### config.mk
export PLATFORM = sky130hd
export DESIGN_NAME = pfd_ctrl
export DESIGN_NICKNAME = d
export VERILOG_FILES = /design/src/include/pfd_pkg.sv /design/src/core/pfd_edge_pulse.sv /design/src/core/pfd_ctrl.sv
export SDC_FILE = /design/constraint.sdc
export NUM_CORES = 1
export LEC_CHECK = 0
export BUFFER_PORTS_ARGS = -buffer_cell sky130_fd_sc_hd__buf_4
export CORE_MARGIN = 4
export CORE_UTILIZATION = 44
export DETAILED_ROUTE_END_ITERATION = 10
export PLACE_DENSITY = 0.76
export SKIP_CTS_REPAIR_TIMING = 1
export SLEW_MARGIN = 20
export SYNTH_ARGS = -nofsm -noshare
export SYNTH_HDL_FRONTEND = slang
export SYNTH_SLANG_ARGS = --single-unit
export TNS_END_PERCENT = 1
### constraint.sdc
create_clock -name clk_i -period 1.68 [get_ports clk_i]
set_input_delay 0.336 -clock clk_i [delete_from_list [all_inputs] [get_ports clk_i]]
set_output_delay 0.336 -clock clk_i [all_outputs]
set_load 0.01 [all_outputs]
### src/include/pfd_pkg.sv
/*
 * package for the loop-2 feedback divider control block: field layout,
 * reset values, interpolation orders and pulse timing.
 * assumes a single 125 MHz clock domain.
 */
package pfd_pkg;
    // ************************************************************
    // register layout (loop2_divider_control)
    // ************************************************************
    localparam int          CTRL_W          = 32;
    localparam int          FRAC_W          = 28;
    localparam int          MOD_W           = 16;
    localparam int          NUM_W           = 16;
    localparam int          MOD_UPPER_W     = 10;
    localparam int          MOD_LOWER_W     = 6;
    localparam int          BIT_FORCE_SYNC  = 12;
    localparam int          BIT_RETARD      = 11;
    localparam int          BIT_RATIONAL    = 10;
    localparam int          BIT_ADVANCE     = 15;
    localparam int          BIT_DIV_RESET   = 14;
    localparam int          MOD_UPPER_LSB   = 0;
    localparam int          INTERP_LSB      = 21;
    localparam int          NUM_LSB         = 9;
    localparam int          MOD_LOWER_LSB   = 0;
    localparam logic [31:0] CTRL_RESET      = 32'h0000_0000;
    localparam logic [27:0] FRAC_RESET      = 28'h000_0000;
    // ************************************************************
    // timing
    // ************************************************************
    localparam int          CLK_MHZ         = 125;
    localparam int          SYNC_PULSE_NS   = 16;
    localparam int          SYNC_PULSE_CYC  = (SYNC_PULSE_NS * CLK_MHZ + 999) / 1000;

    typedef enum logic [1:0] {
        PFD_INTERP_8    = 2'h0,
        PFD_INTERP_4    = 2'h1,
        PFD_INTERP_2    = 2'h2,
        PFD_INTERP_NONE = 2'h3
    } pfd_interp_t;

    typedef enum logic [1:0] {
        PFD_DIV_FIXED    = 2'h0,
        PFD_DIV_RATIONAL = 2'h1,
        PFD_DIV_INVALID  = 2'h2
    } pfd_div_mode_t;

    // divider settings handed to the analog loop as one coherent word
    typedef struct packed {
        pfd_div_mode_t mode;
        pfd_interp_t   interp;
        logic [15:0]   numerator;
        logic [15:0]   modulus;
        logic [27:0]   fraction;
        logic [2:0]    phase_count;
    } pfd_div_cfg_t;
endpackage : pfd_pkg

### src/core/pfd_edge_pulse.sv
/*
 * rising-edge pulse stretcher: one pulse of PULSE_CYC cycles per rising
 * edge of a level control bit.
 * assumes the level is synchronous to clk_i.
 */
`timescale 1ns/100ps
`default_nettype none
module pfd_edge_pulse
#(
    parameter int PULSE_CYC = 1
)
(
    input  wire logic clk_i,
    input  wire logic rstn_i,
    input  wire logic level_i,
    output logic      rise_o,
    output logic      pulse_o
);
    logic       level_d;
    logic [7:0] cnt;
    logic       next_level_d;
    logic [7:0] next_cnt;

    always_comb
    begin
        next_level_d = level_i;
        next_cnt     = cnt;
        if (level_i && !level_d)
        begin
            next_cnt = 8'(PULSE_CYC);
        end
        else if (cnt != 8'h00)
        begin
            next_cnt = cnt - 8'h01;
        end
    end

    always_ff @(posedge clk_i)
    begin
        if (!rstn_i)
        begin
            level_d <= 1'b0;
            cnt     <= 8'h00;
        end
        else
        begin
            level_d <= next_level_d;
            cnt     <= next_cnt;
        end
    end

    assign rise_o  = level_i && !level_d;
    assign pulse_o = (cnt != 8'h00);
endmodule // pfd_edge_pulse
`default_nettype wire

### src/core/pfd_ctrl.sv
/*
 * loop-2 feedback divider control: holds the control word, decodes the
 * divider mode, phase steps and sync pulses for the analog loop.
 * assumes the serial configuration port presents whole words with a
 * one-cycle write strobe, and that the fraction word arrives the same way.
 */
`timescale 1ns/100ps
`default_nettype none
module pfd_ctrl
#(
    parameter int PULSE_CYC = pfd_pkg::SYNC_PULSE_CYC
)
(
    input  wire logic                 clk_i,
    input  wire logic                 rstn_i,
    input  wire logic                 ctrl_we_i,
    input  wire logic [31:0]          ctrl_wdata_i,
    input  wire logic                 frac_we_i,
    input  wire logic [27:0]          frac_wdata_i,
    output logic      [31:0]          ctrl_rdata_o,
    output pfd_pkg::pfd_div_cfg_t     div_cfg_o,
    output logic                      div_reset_o,
    output logic                      sync_pulse_o,
    output logic                      phase_adv_o,
    output logic                      phase_ret_o,
    output logic                      num_over_mod_o
);
    // ************************************************************
    // register storage
    // ************************************************************
    logic [31:0]           ctrl;
    logic [27:0]           frac;
    pfd_pkg::pfd_div_cfg_t cfg;
    logic [31:0]           next_ctrl;
    logic [27:0]           next_frac;
    pfd_pkg::pfd_div_cfg_t next_cfg;
    logic                  adv_rise;
    logic                  ret_rise;
    logic                  adv_pulse_unused;
    logic                  ret_pulse_unused;

    // ************************************************************
    // divider decode
    // ************************************************************
    logic [15:0] modulus;
    logic [15:0] numerator;
    pfd_pkg::pfd_interp_t interp;

    assign modulus   = {ctrl[pfd_pkg::MOD_UPPER_LSB +: pfd_pkg::MOD_UPPER_W],
                        frac[pfd_pkg::MOD_LOWER_LSB +: pfd_pkg::MOD_LOWER_W]};
    assign numerator = frac[pfd_pkg::NUM_LSB +: pfd_pkg::NUM_W];
    assign interp    = pfd_pkg::pfd_interp_t'(ctrl[pfd_pkg::INTERP_LSB +: 2]);

    always_comb
    begin
        next_ctrl = ctrl;
        next_frac = frac;
        if (ctrl_we_i)
        begin
            next_ctrl = ctrl_wdata_i;
        end
        if (frac_we_i)
        begin
            next_frac = frac_wdata_i;
        end
        // whole config rebuilt from stored words each cycle so it changes as one
        next_cfg.modulus   = modulus;
        next_cfg.numerator = numerator;
        next_cfg.fraction  = frac;
        next_cfg.interp    = interp;
        case (interp)
            pfd_pkg::PFD_INTERP_8: next_cfg.phase_count = 3'h0;
            pfd_pkg::PFD_INTERP_4: next_cfg.phase_count = 3'h4;
            pfd_pkg::PFD_INTERP_2: next_cfg.phase_count = 3'h2;
            default:               next_cfg.phase_count = 3'h1;
        endcase
        if (modulus == 16'h0000)
        begin
            next_cfg.mode = pfd_pkg::PFD_DIV_FIXED;
        end
        else if (ctrl[pfd_pkg::BIT_RATIONAL] && numerator > modulus)
        begin
            // passed on flagged rather than blocked, so software can see and fix it
            next_cfg.mode = pfd_pkg::PFD_DIV_INVALID;
        end
        else if (ctrl[pfd_pkg::BIT_RATIONAL])
        begin
            next_cfg.mode = pfd_pkg::PFD_DIV_RATIONAL;
        end
        else
        begin
            next_cfg.mode = pfd_pkg::PFD_DIV_FIXED;
        end
    end

    always_ff @(posedge clk_i)
    begin
        if (!rstn_i)
        begin
            ctrl <= pfd_pkg::CTRL_RESET;
            frac <= pfd_pkg::FRAC_RESET;
            cfg  <= '0;
        end
        else
        begin
            ctrl <= next_ctrl;
            frac <= next_frac;
            cfg  <= next_cfg;
        end
    end

    // ************************************************************
    // phase steps and sync pulses
    // ************************************************************
    pfd_edge_pulse #(.PULSE_CYC(1)) u_adv
    (
        .clk_i   (clk_i),
        .rstn_i  (rstn_i),
        .level_i (ctrl[pfd_pkg::BIT_ADVANCE]),
        .rise_o  (adv_rise),
        .pulse_o (adv_pulse_unused)
    );

    pfd_edge_pulse #(.PULSE_CYC(1)) u_ret
    (
        .clk_i   (clk_i),
        .rstn_i  (rstn_i),
        .level_i (ctrl[pfd_pkg::BIT_RETARD]),
        .rise_o  (ret_rise),
        .pulse_o (ret_pulse_unused)
    );

    pfd_edge_pulse #(.PULSE_CYC(PULSE_CYC)) u_sync
    (
        .clk_i   (clk_i),
        .rstn_i  (rstn_i),
        .level_i (ctrl[pfd_pkg::BIT_FORCE_SYNC]),
        .rise_o  (),
        .pulse_o (sync_pulse_o)
    );

    assign phase_adv_o    = adv_rise;
    assign phase_ret_o    = ret_rise;
    assign div_cfg_o      = cfg;
    assign div_reset_o    = ctrl[pfd_pkg::BIT_DIV_RESET];
    assign ctrl_rdata_o   = ctrl;
    assign num_over_mod_o = (cfg.mode == pfd_pkg::PFD_DIV_INVALID);

    // ************************************************************
    // checks
    // ************************************************************
    AST_RET_ONE: assert property (@(posedge clk_i) disable iff (!rstn_i)
        phase_ret_o |=> !phase_ret_o) else $error("retard step longer than one cycle");
    AST_RET_EDGE: assert property (@(posedge clk_i) disable iff (!rstn_i)
        phase_ret_o |-> ctrl[pfd_pkg::BIT_RETARD] && !$past(ctrl[pfd_pkg::BIT_RETARD]))
        else $error("retard step without rising edge");
    AST_ADV_EDGE: assert property (@(posedge clk_i) disable iff (!rstn_i)
        $rose(ctrl[pfd_pkg::BIT_ADVANCE]) |-> phase_adv_o) else $error("advance edge missed");
    AST_SYNC: assert property (@(posedge clk_i) disable iff (!rstn_i)
        $rose(ctrl[pfd_pkg::BIT_FORCE_SYNC]) |=> sync_pulse_o[*2]) else $error("sync pulse short");
    AST_NUM: assert property (@(posedge clk_i) disable iff (!rstn_i)
        ##1 div_cfg_o.numerator == $past(frac[24:9])) else $error("numerator field wrong");
    AST_MOD: assert property (@(posedge clk_i) disable iff (!rstn_i)
        ##1 div_cfg_o.modulus == {$past(ctrl[9:0]), $past(frac[5:0])}) else $error("modulus wrong");
    AST_FIXED: assert property (@(posedge clk_i) disable iff (!rstn_i)
        modulus == 16'h0000 |=> div_cfg_o.mode == pfd_pkg::PFD_DIV_FIXED)
        else $error("zero modulus not fixed point");
    AST_RAT: assert property (@(posedge clk_i) disable iff (!rstn_i)
        ctrl[10] && modulus != 16'h0000 && numerator <= modulus
        |=> div_cfg_o.mode == pfd_pkg::PFD_DIV_RATIONAL) else $error("rational mode missed");
    AST_INTERP: assert property (@(posedge clk_i) disable iff (!rstn_i)
        ctrl[22:21] == 2'h3 |=> div_cfg_o.phase_count == 3'h1) else $error("interp decode");
    AST_COHERENT: assert property (@(posedge clk_i) disable iff (!rstn_i)
        frac_we_i |=> ##1 div_cfg_o.fraction == $past(frac_wdata_i, 2)) else $error("split update");
    AST_ADV_ONE: assert property (@(posedge clk_i) disable iff (!rstn_i)
        phase_adv_o |=> !phase_adv_o) else $error("advance step longer than one cycle");
    AST_RET_RISE: assert property (@(posedge clk_i) disable iff (!rstn_i)
        $rose(ctrl[pfd_pkg::BIT_RETARD]) |-> phase_ret_o) else $error("retard edge missed");
    // written for the default two-cycle sync pulse; a longer pulse needs a deeper look back
    AST_SYNC_QUIET: assert property (@(posedge clk_i) disable iff (!rstn_i)
        !ctrl[pfd_pkg::BIT_FORCE_SYNC] && !$past(ctrl[pfd_pkg::BIT_FORCE_SYNC])
        && !$past(ctrl[pfd_pkg::BIT_FORCE_SYNC], 2) |-> !sync_pulse_o)
        else $error("sync pulse without force-sync edge");
    AST_OVER: assert property (@(posedge clk_i) disable iff (!rstn_i)
        ctrl[pfd_pkg::BIT_RATIONAL] && modulus != 16'h0000 && numerator > modulus
        |=> num_over_mod_o) else $error("oversized numerator not flagged");
    AST_NOT_OVER: assert property (@(posedge clk_i) disable iff (!rstn_i)
        !ctrl[pfd_pkg::BIT_RATIONAL] |=> !num_over_mod_o)
        else $error("numerator flag outside rational mode");
    AST_RDATA: assert property (@(posedge clk_i) disable iff (!rstn_i)
        ctrl_we_i |=> ctrl_rdata_o == $past(ctrl_wdata_i)) else $error("control readback");
    AST_DIVRST: assert property (@(posedge clk_i) disable iff (!rstn_i)
        ctrl_we_i |=> div_reset_o == $past(ctrl_wdata_i[pfd_pkg::BIT_DIV_RESET]))
        else $error("divider reset level");
    AST_INTERP8: assert property (@(posedge clk_i) disable iff (!rstn_i)
        ctrl[22:21] == 2'h0 |=> div_cfg_o.phase_count == 3'h0) else $error("interp8 decode");
    AST_INTERP4: assert property (@(posedge clk_i) disable iff (!rstn_i)
        ctrl[22:21] == 2'h1 |=> div_cfg_o.phase_count == 3'h4) else $error("interp4 decode");
    AST_INTERP2: assert property (@(posedge clk_i) disable iff (!rstn_i)
        ctrl[22:21] == 2'h2 |=> div_cfg_o.phase_count == 3'h2) else $error("interp2 decode");
    AST_FRAC_WORD: assert property (@(posedge clk_i) disable iff (!rstn_i)
        modulus == 16'h0000 |=> div_cfg_o.fraction == $past(frac))
        else $error("fixed-point fraction not passed on");

    // main scenarios reached
    COV_SYNC: cover property (@(posedge clk_i) $rose(sync_pulse_o));
    COV_RAT:  cover property (@(posedge clk_i) div_cfg_o.mode == pfd_pkg::PFD_DIV_RATIONAL);
    COV_RET:  cover property (@(posedge clk_i) phase_ret_o);
    COV_ADV:  cover property (@(posedge clk_i) phase_adv_o);
    COV_OVER: cover property (@(posedge clk_i) num_over_mod_o);
endmodule // pfd_ctrl
`default_nettype wire

### Word-level counts from Yosys, hierarchy flattened

Index checks and enable logic that the tools add are counted.

| word-level totals | value |
|---|---|
| flip-flop bits (word level) | 138 |
| output and inout bits | 104 |
| word-level logic and storage cells | 39 |

| cells by class | value |
|---|---|
| magnitude comparators | 1 |
| equality and inequality tests | 3 |
| bitwise operators | 1 |
| muxes and demuxes | 5 |
| add/sub/neg operators | 1 |
| reductions and logical operators | 14 |

Operators with widths:

| cell | count |
|---|---|
| 16-bit > comparator | 1 |
| 16-bit logical NOT | 1 |
| 3-bit case mux with 3 select lines | 1 |
| 8-bit nonzero test | 1 |
| 8-bit by 1-bit subtractor with 8-bit output (second input constant) | 1 |
| 2-bit 2-to-1 mux | 3 |
| 2-bit equality test (second input constant) | 2 |
| 1-bit logical AND | 4 |
| 2-bit OR reduction | 2 |
| 1-bit logical NOT | 3 |
| 3-bit OR reduction | 1 |
| 2-bit by 1-bit equality test with 1-bit output (second input constant) | 1 |
| 2-bit logical NOT | 1 |
| 2-bit nonzero test | 1 |
| 1-bit 2-to-1 mux | 1 |
| 1-bit NOT | 1 |

### Logic depth before layout (Yosys ltp)

| depth | value |
|---|---|
| word-level depth | 3 |
| gate-level depth with buffers | 7 |
| gate-level depth less buffers | 7 |

### Cells and area by module

From an unflattened synthesis, not the netlist that was laid out.

| unflattened totals | value |
|---|---|
| cells, all modules | 531 |
| area, all modules | 5268.8 um^2 |

Modules (own cells, without submodules):

| module | area an instance (um^2) | seq. area each (um^2) | cells an instance | times used |
|---|---|---|---|---|
| pfd_ctrl | 3965.1 | 2102.0 | 387 | 1 |
| pfd_edge_pulse at u_adv ... | 430.4 | 180.2 | 47 | 2 |
| pfd_edge_pulse at u_sync | 442.9 | 180.2 | 50 | 1 |

### Worst setup path before layout

Ideal clock, no wire load.

| timing path | value |
|---|---|
| path type | register -> register |
| start point | register ctrl[9], in the netlist ctrl_rdata_o[9] |
| end point | register cfg, in the netlist div_cfg_o[66] |
| data required time | 1.621 ns |
| buffers on the path | 0 |
| path slack | 0.082 ns |
| setup time | 0.059 ns |
| period minus slack after synthesis | 1.598 ns |
| arrival time | 1.539 ns |
| cell stages (with the launch flop) | 7 |
| cells stage by stage | dfxtp_1 > inv_1 > ha_1 > nand4_1 > a2111o_1 > a31oi_1 > and2_1 |

| between the ends | value |
|---|---|
| longest elaborated chain between the ends | 3 |

Ends and longest elaborated chain:

| item | line | RTL |
|---|---|---|
| start: declaration | pfd_ctrl.sv:31 | `logic [31:0] ctrl;` |
| start signal: assignment | pfd_ctrl.sv:100 | `ctrl <= pfd_pkg::CTRL_RESET;` |
| start signal: assignment | pfd_ctrl.sv:106 | `ctrl <= next_ctrl;` |
| 16-bit > comparator | pfd_ctrl.sv:81 | `else if (ctrl[pfd_pkg::BIT_RATIONAL] && numerator > modulus)` |
| 1-bit logical AND | pfd_ctrl.sv:81 |  |
| 2-bit 2-to-1 mux | pfd_ctrl.sv:81 |  |
| end signal: assignment | pfd_ctrl.sv:108 | `cfg <= next_cfg;` |
| end: declaration | pfd_ctrl.sv:33 | `pfd_pkg::pfd_div_cfg_t cfg;` |

Several ways; a longest one is shown, not always the timed one.
A chain may end at the register's enable or synchronous reset.

### Worst setup path after layout

| timing path | value |
|---|---|
| start point | register u_sync.cnt[0] |
| end point | output sync_pulse_o |

| between the ends | value |
|---|---|
| longest elaborated chain between the ends | 1 |

Ends and longest elaborated chain:

| item | line | RTL |
|---|---|---|
| start: declaration | pfd_edge_pulse.sv:20 | `logic [7:0] cnt;` |
| start signal: assignment | pfd_edge_pulse.sv:48 | `cnt <= next_cnt;` |
| 8-bit nonzero test | pfd_edge_pulse.sv:53 | `assign pulse_o = (cnt != 8'h00);` |
| end: declaration | pfd_ctrl.sv:23 | `output logic sync_pulse_o,` |

Every way passes these cells.

==> qor.tcl <==
set qor(detail_route.vias_per_cell) 4.63
set qor(grtUsageMet3_pct) 6.21
set qor(cts_htree_levels) 4
set qor(core_area_um2) 9770
set qor(grt.overflow.total) 0
set qor(routedWlPerCell_um) 14.4
set qor(n_fill_cell) 771
set qor(num_vias) 3377
set qor(clock-sinks) 116
set qor(worst_setup_hold_path_clk_slew_ps) 60
set qor(rsz0062_at_grt) {true}
set qor(layout.nets) 666
set qor(avgSynthCellArea_um2) 10.1
set qor(dp_hpwl_um) 7540
set qor(worst-endpoint-required_ps) 1340
set qor(ant_nets) 0
set qor(groute.usage.overall_pct) 18.1
set qor(worst_r2r_startpoint) {ctrl_rdata_o[7]}
set qor(crit_path_end_kind) {primary output}
set qor(n_antenna_cell) 0
set qor(clock.fmax_mhz) 500
set qor(synth_top_area_share_pct) 52.4
set qor(global_route_wire_length_before_repair_um) 16500
set qor(drt-total-wl_um) 10500
set qor(setup_total_negative_slack_ps) -380
set qor(result_of_the_run) {finished with violations}
set qor(yosysUniqueCellTypes) 34
set qor(die_area_um2) 11700
set qor(count_of_pins_over_their_slew_limit) 0
set qor(largest_net_degree_at_the_start_of_global_routing) 41
set qor(cts_inserted_buffers) 17
set qor(setup_skew_ps) 8.87
set qor(total_leakage_power_nw) 3.08
set qor(maxCapViolations) 0
set qor(starting_density_pct) 45.3
set qor(synth_edf_count) 0
set qor(finalCriticalPeriod_ps) 2000
set qor(synthesis.nets) 518
set qor(grtUsageMet2_pct) 31.7
set qor(utilization_pct) 64.3
set qor(portBuffers) 167
set qor(drc) 0
set qor(die_width_um) 108
set qor(timing_hold_violations_final) 0
set qor(area_delta_synth_final_pct) 41.9
set qor(die_h_um) 108
set qor(synth_seq_cells) 116
set qor(global_route.usage.met1_pct) 20.1
set qor(synth-main-ff-cell) {dfxtp_1}
set qor(layout_worst_path_cycle_share_pct) 119
set qor(timing.critical_path.cells) {inv_2, ha_4, nand3_4, or3_4, buf_6}
set qor(drtPass1Iterations) 4
set qor(crit_path_top_delay_cell) {or3_4}
set qor(synth.top_cells.by_area) {dfxtp_1, mux2i_1, nor2_1}
set qor(instance_count_of_the_mapped_netlist) 437
set qor(grt_antenna_before_repair) 0
set qor(tritoncts) {yes}
set qor(sequential_share_of_the_synthesized_area_pct) 52.4
set qor(synth_top_area_cell) {dfxtp_1}
set qor(slew_headroom_pct) 64.9
set qor(grt.busiest_layer) {met2}
set qor(timing_worst_slew_pin_value_ps) 527
set qor(async_reset_ff_share_pct) 0
set qor(hold_start) {frac_wdata_i[13]}
set qor(ys_warn_count) 0
set qor(detailedRoute.firstIterationViolations) 90
set qor(timing.setup.critical_path_class) {reg2out}
set qor(ir_drop_mv) 0.749
set qor(powerDensity_nw_per_um2) 1250
set qor(timing.critical_path.from_type) {register}
set qor(failed_checks) {negative setup slack}
set qor(grt_pass1_vias) 3459
set qor(crit_path_max_fanout) 3
set qor(clk_lat_worst_skew_ps) 510
set qor(finalWeightedCongestion) 0.813
set qor(final_layout_size_suffix_gt1_share_pct) 38.9
set qor(clock_tree.root_cell) {clkbuf_8}
set qor(cp_slowest_stage_delay_ps) 400
set qor(timing.final.setup_violations) 3
set qor(hold_path_class) {in2reg}
set qor(arrival_ps) 1660
set qor(ctsLongestPathBuffers) 2
set qor(mappedNetlistArea_um2) 4430
set qor(ioPinCount) 168
set qor(setup_ws_ps) -320
set qor(startpoint) {u_sync.cnt[0]}
set qor(placement_rows) 36
## critical path, delay by kind of cell, from the launching register on
| kind | cells | cell delay, ps |
|---|---|---|
| DFF | 1 | 320 |
| adders and majority gates | 1 | 160 |
| buffers and inverters | 2 | 220 |
| and+or+nand+nor | 2 | 470 |
## power breakdown
part	switching (mW)	internal (mW)	total, mW	leakage [nW]
Combinational	0.608	0.719	1.33	1.85
Sequential	0.130	2.95	3.08	0.954
Clock	1.20	2.28	3.48	0.282
Total	1.94	5.94	7.88	3.08
## Yosys cell counts, types with 2 or more instances
cell / n
dfxtp_1: 116
nor2_1: 85
mux2i_1: 60
buf_4: 38
and2_1: 28
inv_1: 18
ha_1: 17
a21oi_1: 9
clkbuf_1: 9
buf_2: 6
nor2b_1: 6
nand2_1: 5
nor4_1: 5
nand4_1: 4
xnor2_1: 4
buf_1: 3
o21ai_0: 3
and3_1: 2
nand2b_1: 2
nand3_1: 2
xor2_1: 2
## cell usage in the layout, fill, tap and decap left out, drive strengths merged
cell	count
a41oi	1
o21ai	3
nand2	5
mux2	1
xor2	2
a21oi	10
ha	17
o41ai	1
buf	186
nor2b	6
clkinv	5
o211ai	1
mux2i	60
nand3	3
clkinvlp	1
clkbuf	21
xnor2	4
bufinv	3
and3	2
nor4	5
o31ai	1
nand2b	2
and2	28
a31oi	1
inv	20
nand4	4
nor2	86
or3	1
dfxtp	116
a2111o	1
## cells by family (layout without fill, tap and decap cells)
family,after synthesis,after routing,synth area share (%)
XOR/XNOR,6,6,1.19
buffers and inverters,76,236,10.0
adder cells (fa/ha/maj),17,17,4.80
multiplexers,61,61,13.9
AO/OA/AOI/OAI,19,19,2.68
flip-flops,116,116,52.4
AND/OR/NAND/NOR,142,142,15.0
## cell type report
class	instances	area (um^2)	share of cell area, %
well taps	133	166	2.65
clock buffers	21	439	6.99
repair buffers	186	1410	22.5
clock inverters	10	131	2.09
multi-input cells	245	1740	27.7
flip-flops and latches	116	2330	37.0
inverters	19	71.3	1.13
## worst paths after layout
check	endpoint	slack [ps]	depth (start not counted)
hold reg to reg	div_cfg_o[11]	450	1
hold / removal	frac[13]	60	3
setup reg to reg	div_cfg_o[66]	-50	6
setup / recovery	sync_pulse_o	-320	5
## state kept, by name, summed over array words and instances (netlist names)
register and flops:
ctrl_rdata_o 32, u_ret.level_d 1, u_adv.level_d 1, div_cfg_o 45
frac 28, u_sync.level_d 1, u_sync.cnt 8
## metal layers
layer,routed length [um],vias to the layer above
li1,-,1684
met1,4110,1559
met2,5350,117
met3,805,17
met4,231,0
met5,0,-
## through the flow
| step | worst slack, ps | hold WS (ps) | cells | power (mW) | cell area (um^2) |
|---|---|---|---|---|---|
| final | -320 | 61.1 | 730 | 7.88 | 6280 |
| after CTS | -539 | 40.5 | 728 | 7.80 | 6190 |
| after global routing | -369 | 55.1 | 730 | 8.24 | 6280 |
| after global placement | 20.3 | 433 | 697 | 4.25 | 5620 |
| after floorplan | 81.5 | 429 | 437 | 3.90 | 4430 |
| after detailed placement | -97.6 | 443 | 697 | 4.30 | 5620 |
(Power assumes the default switching activity.)
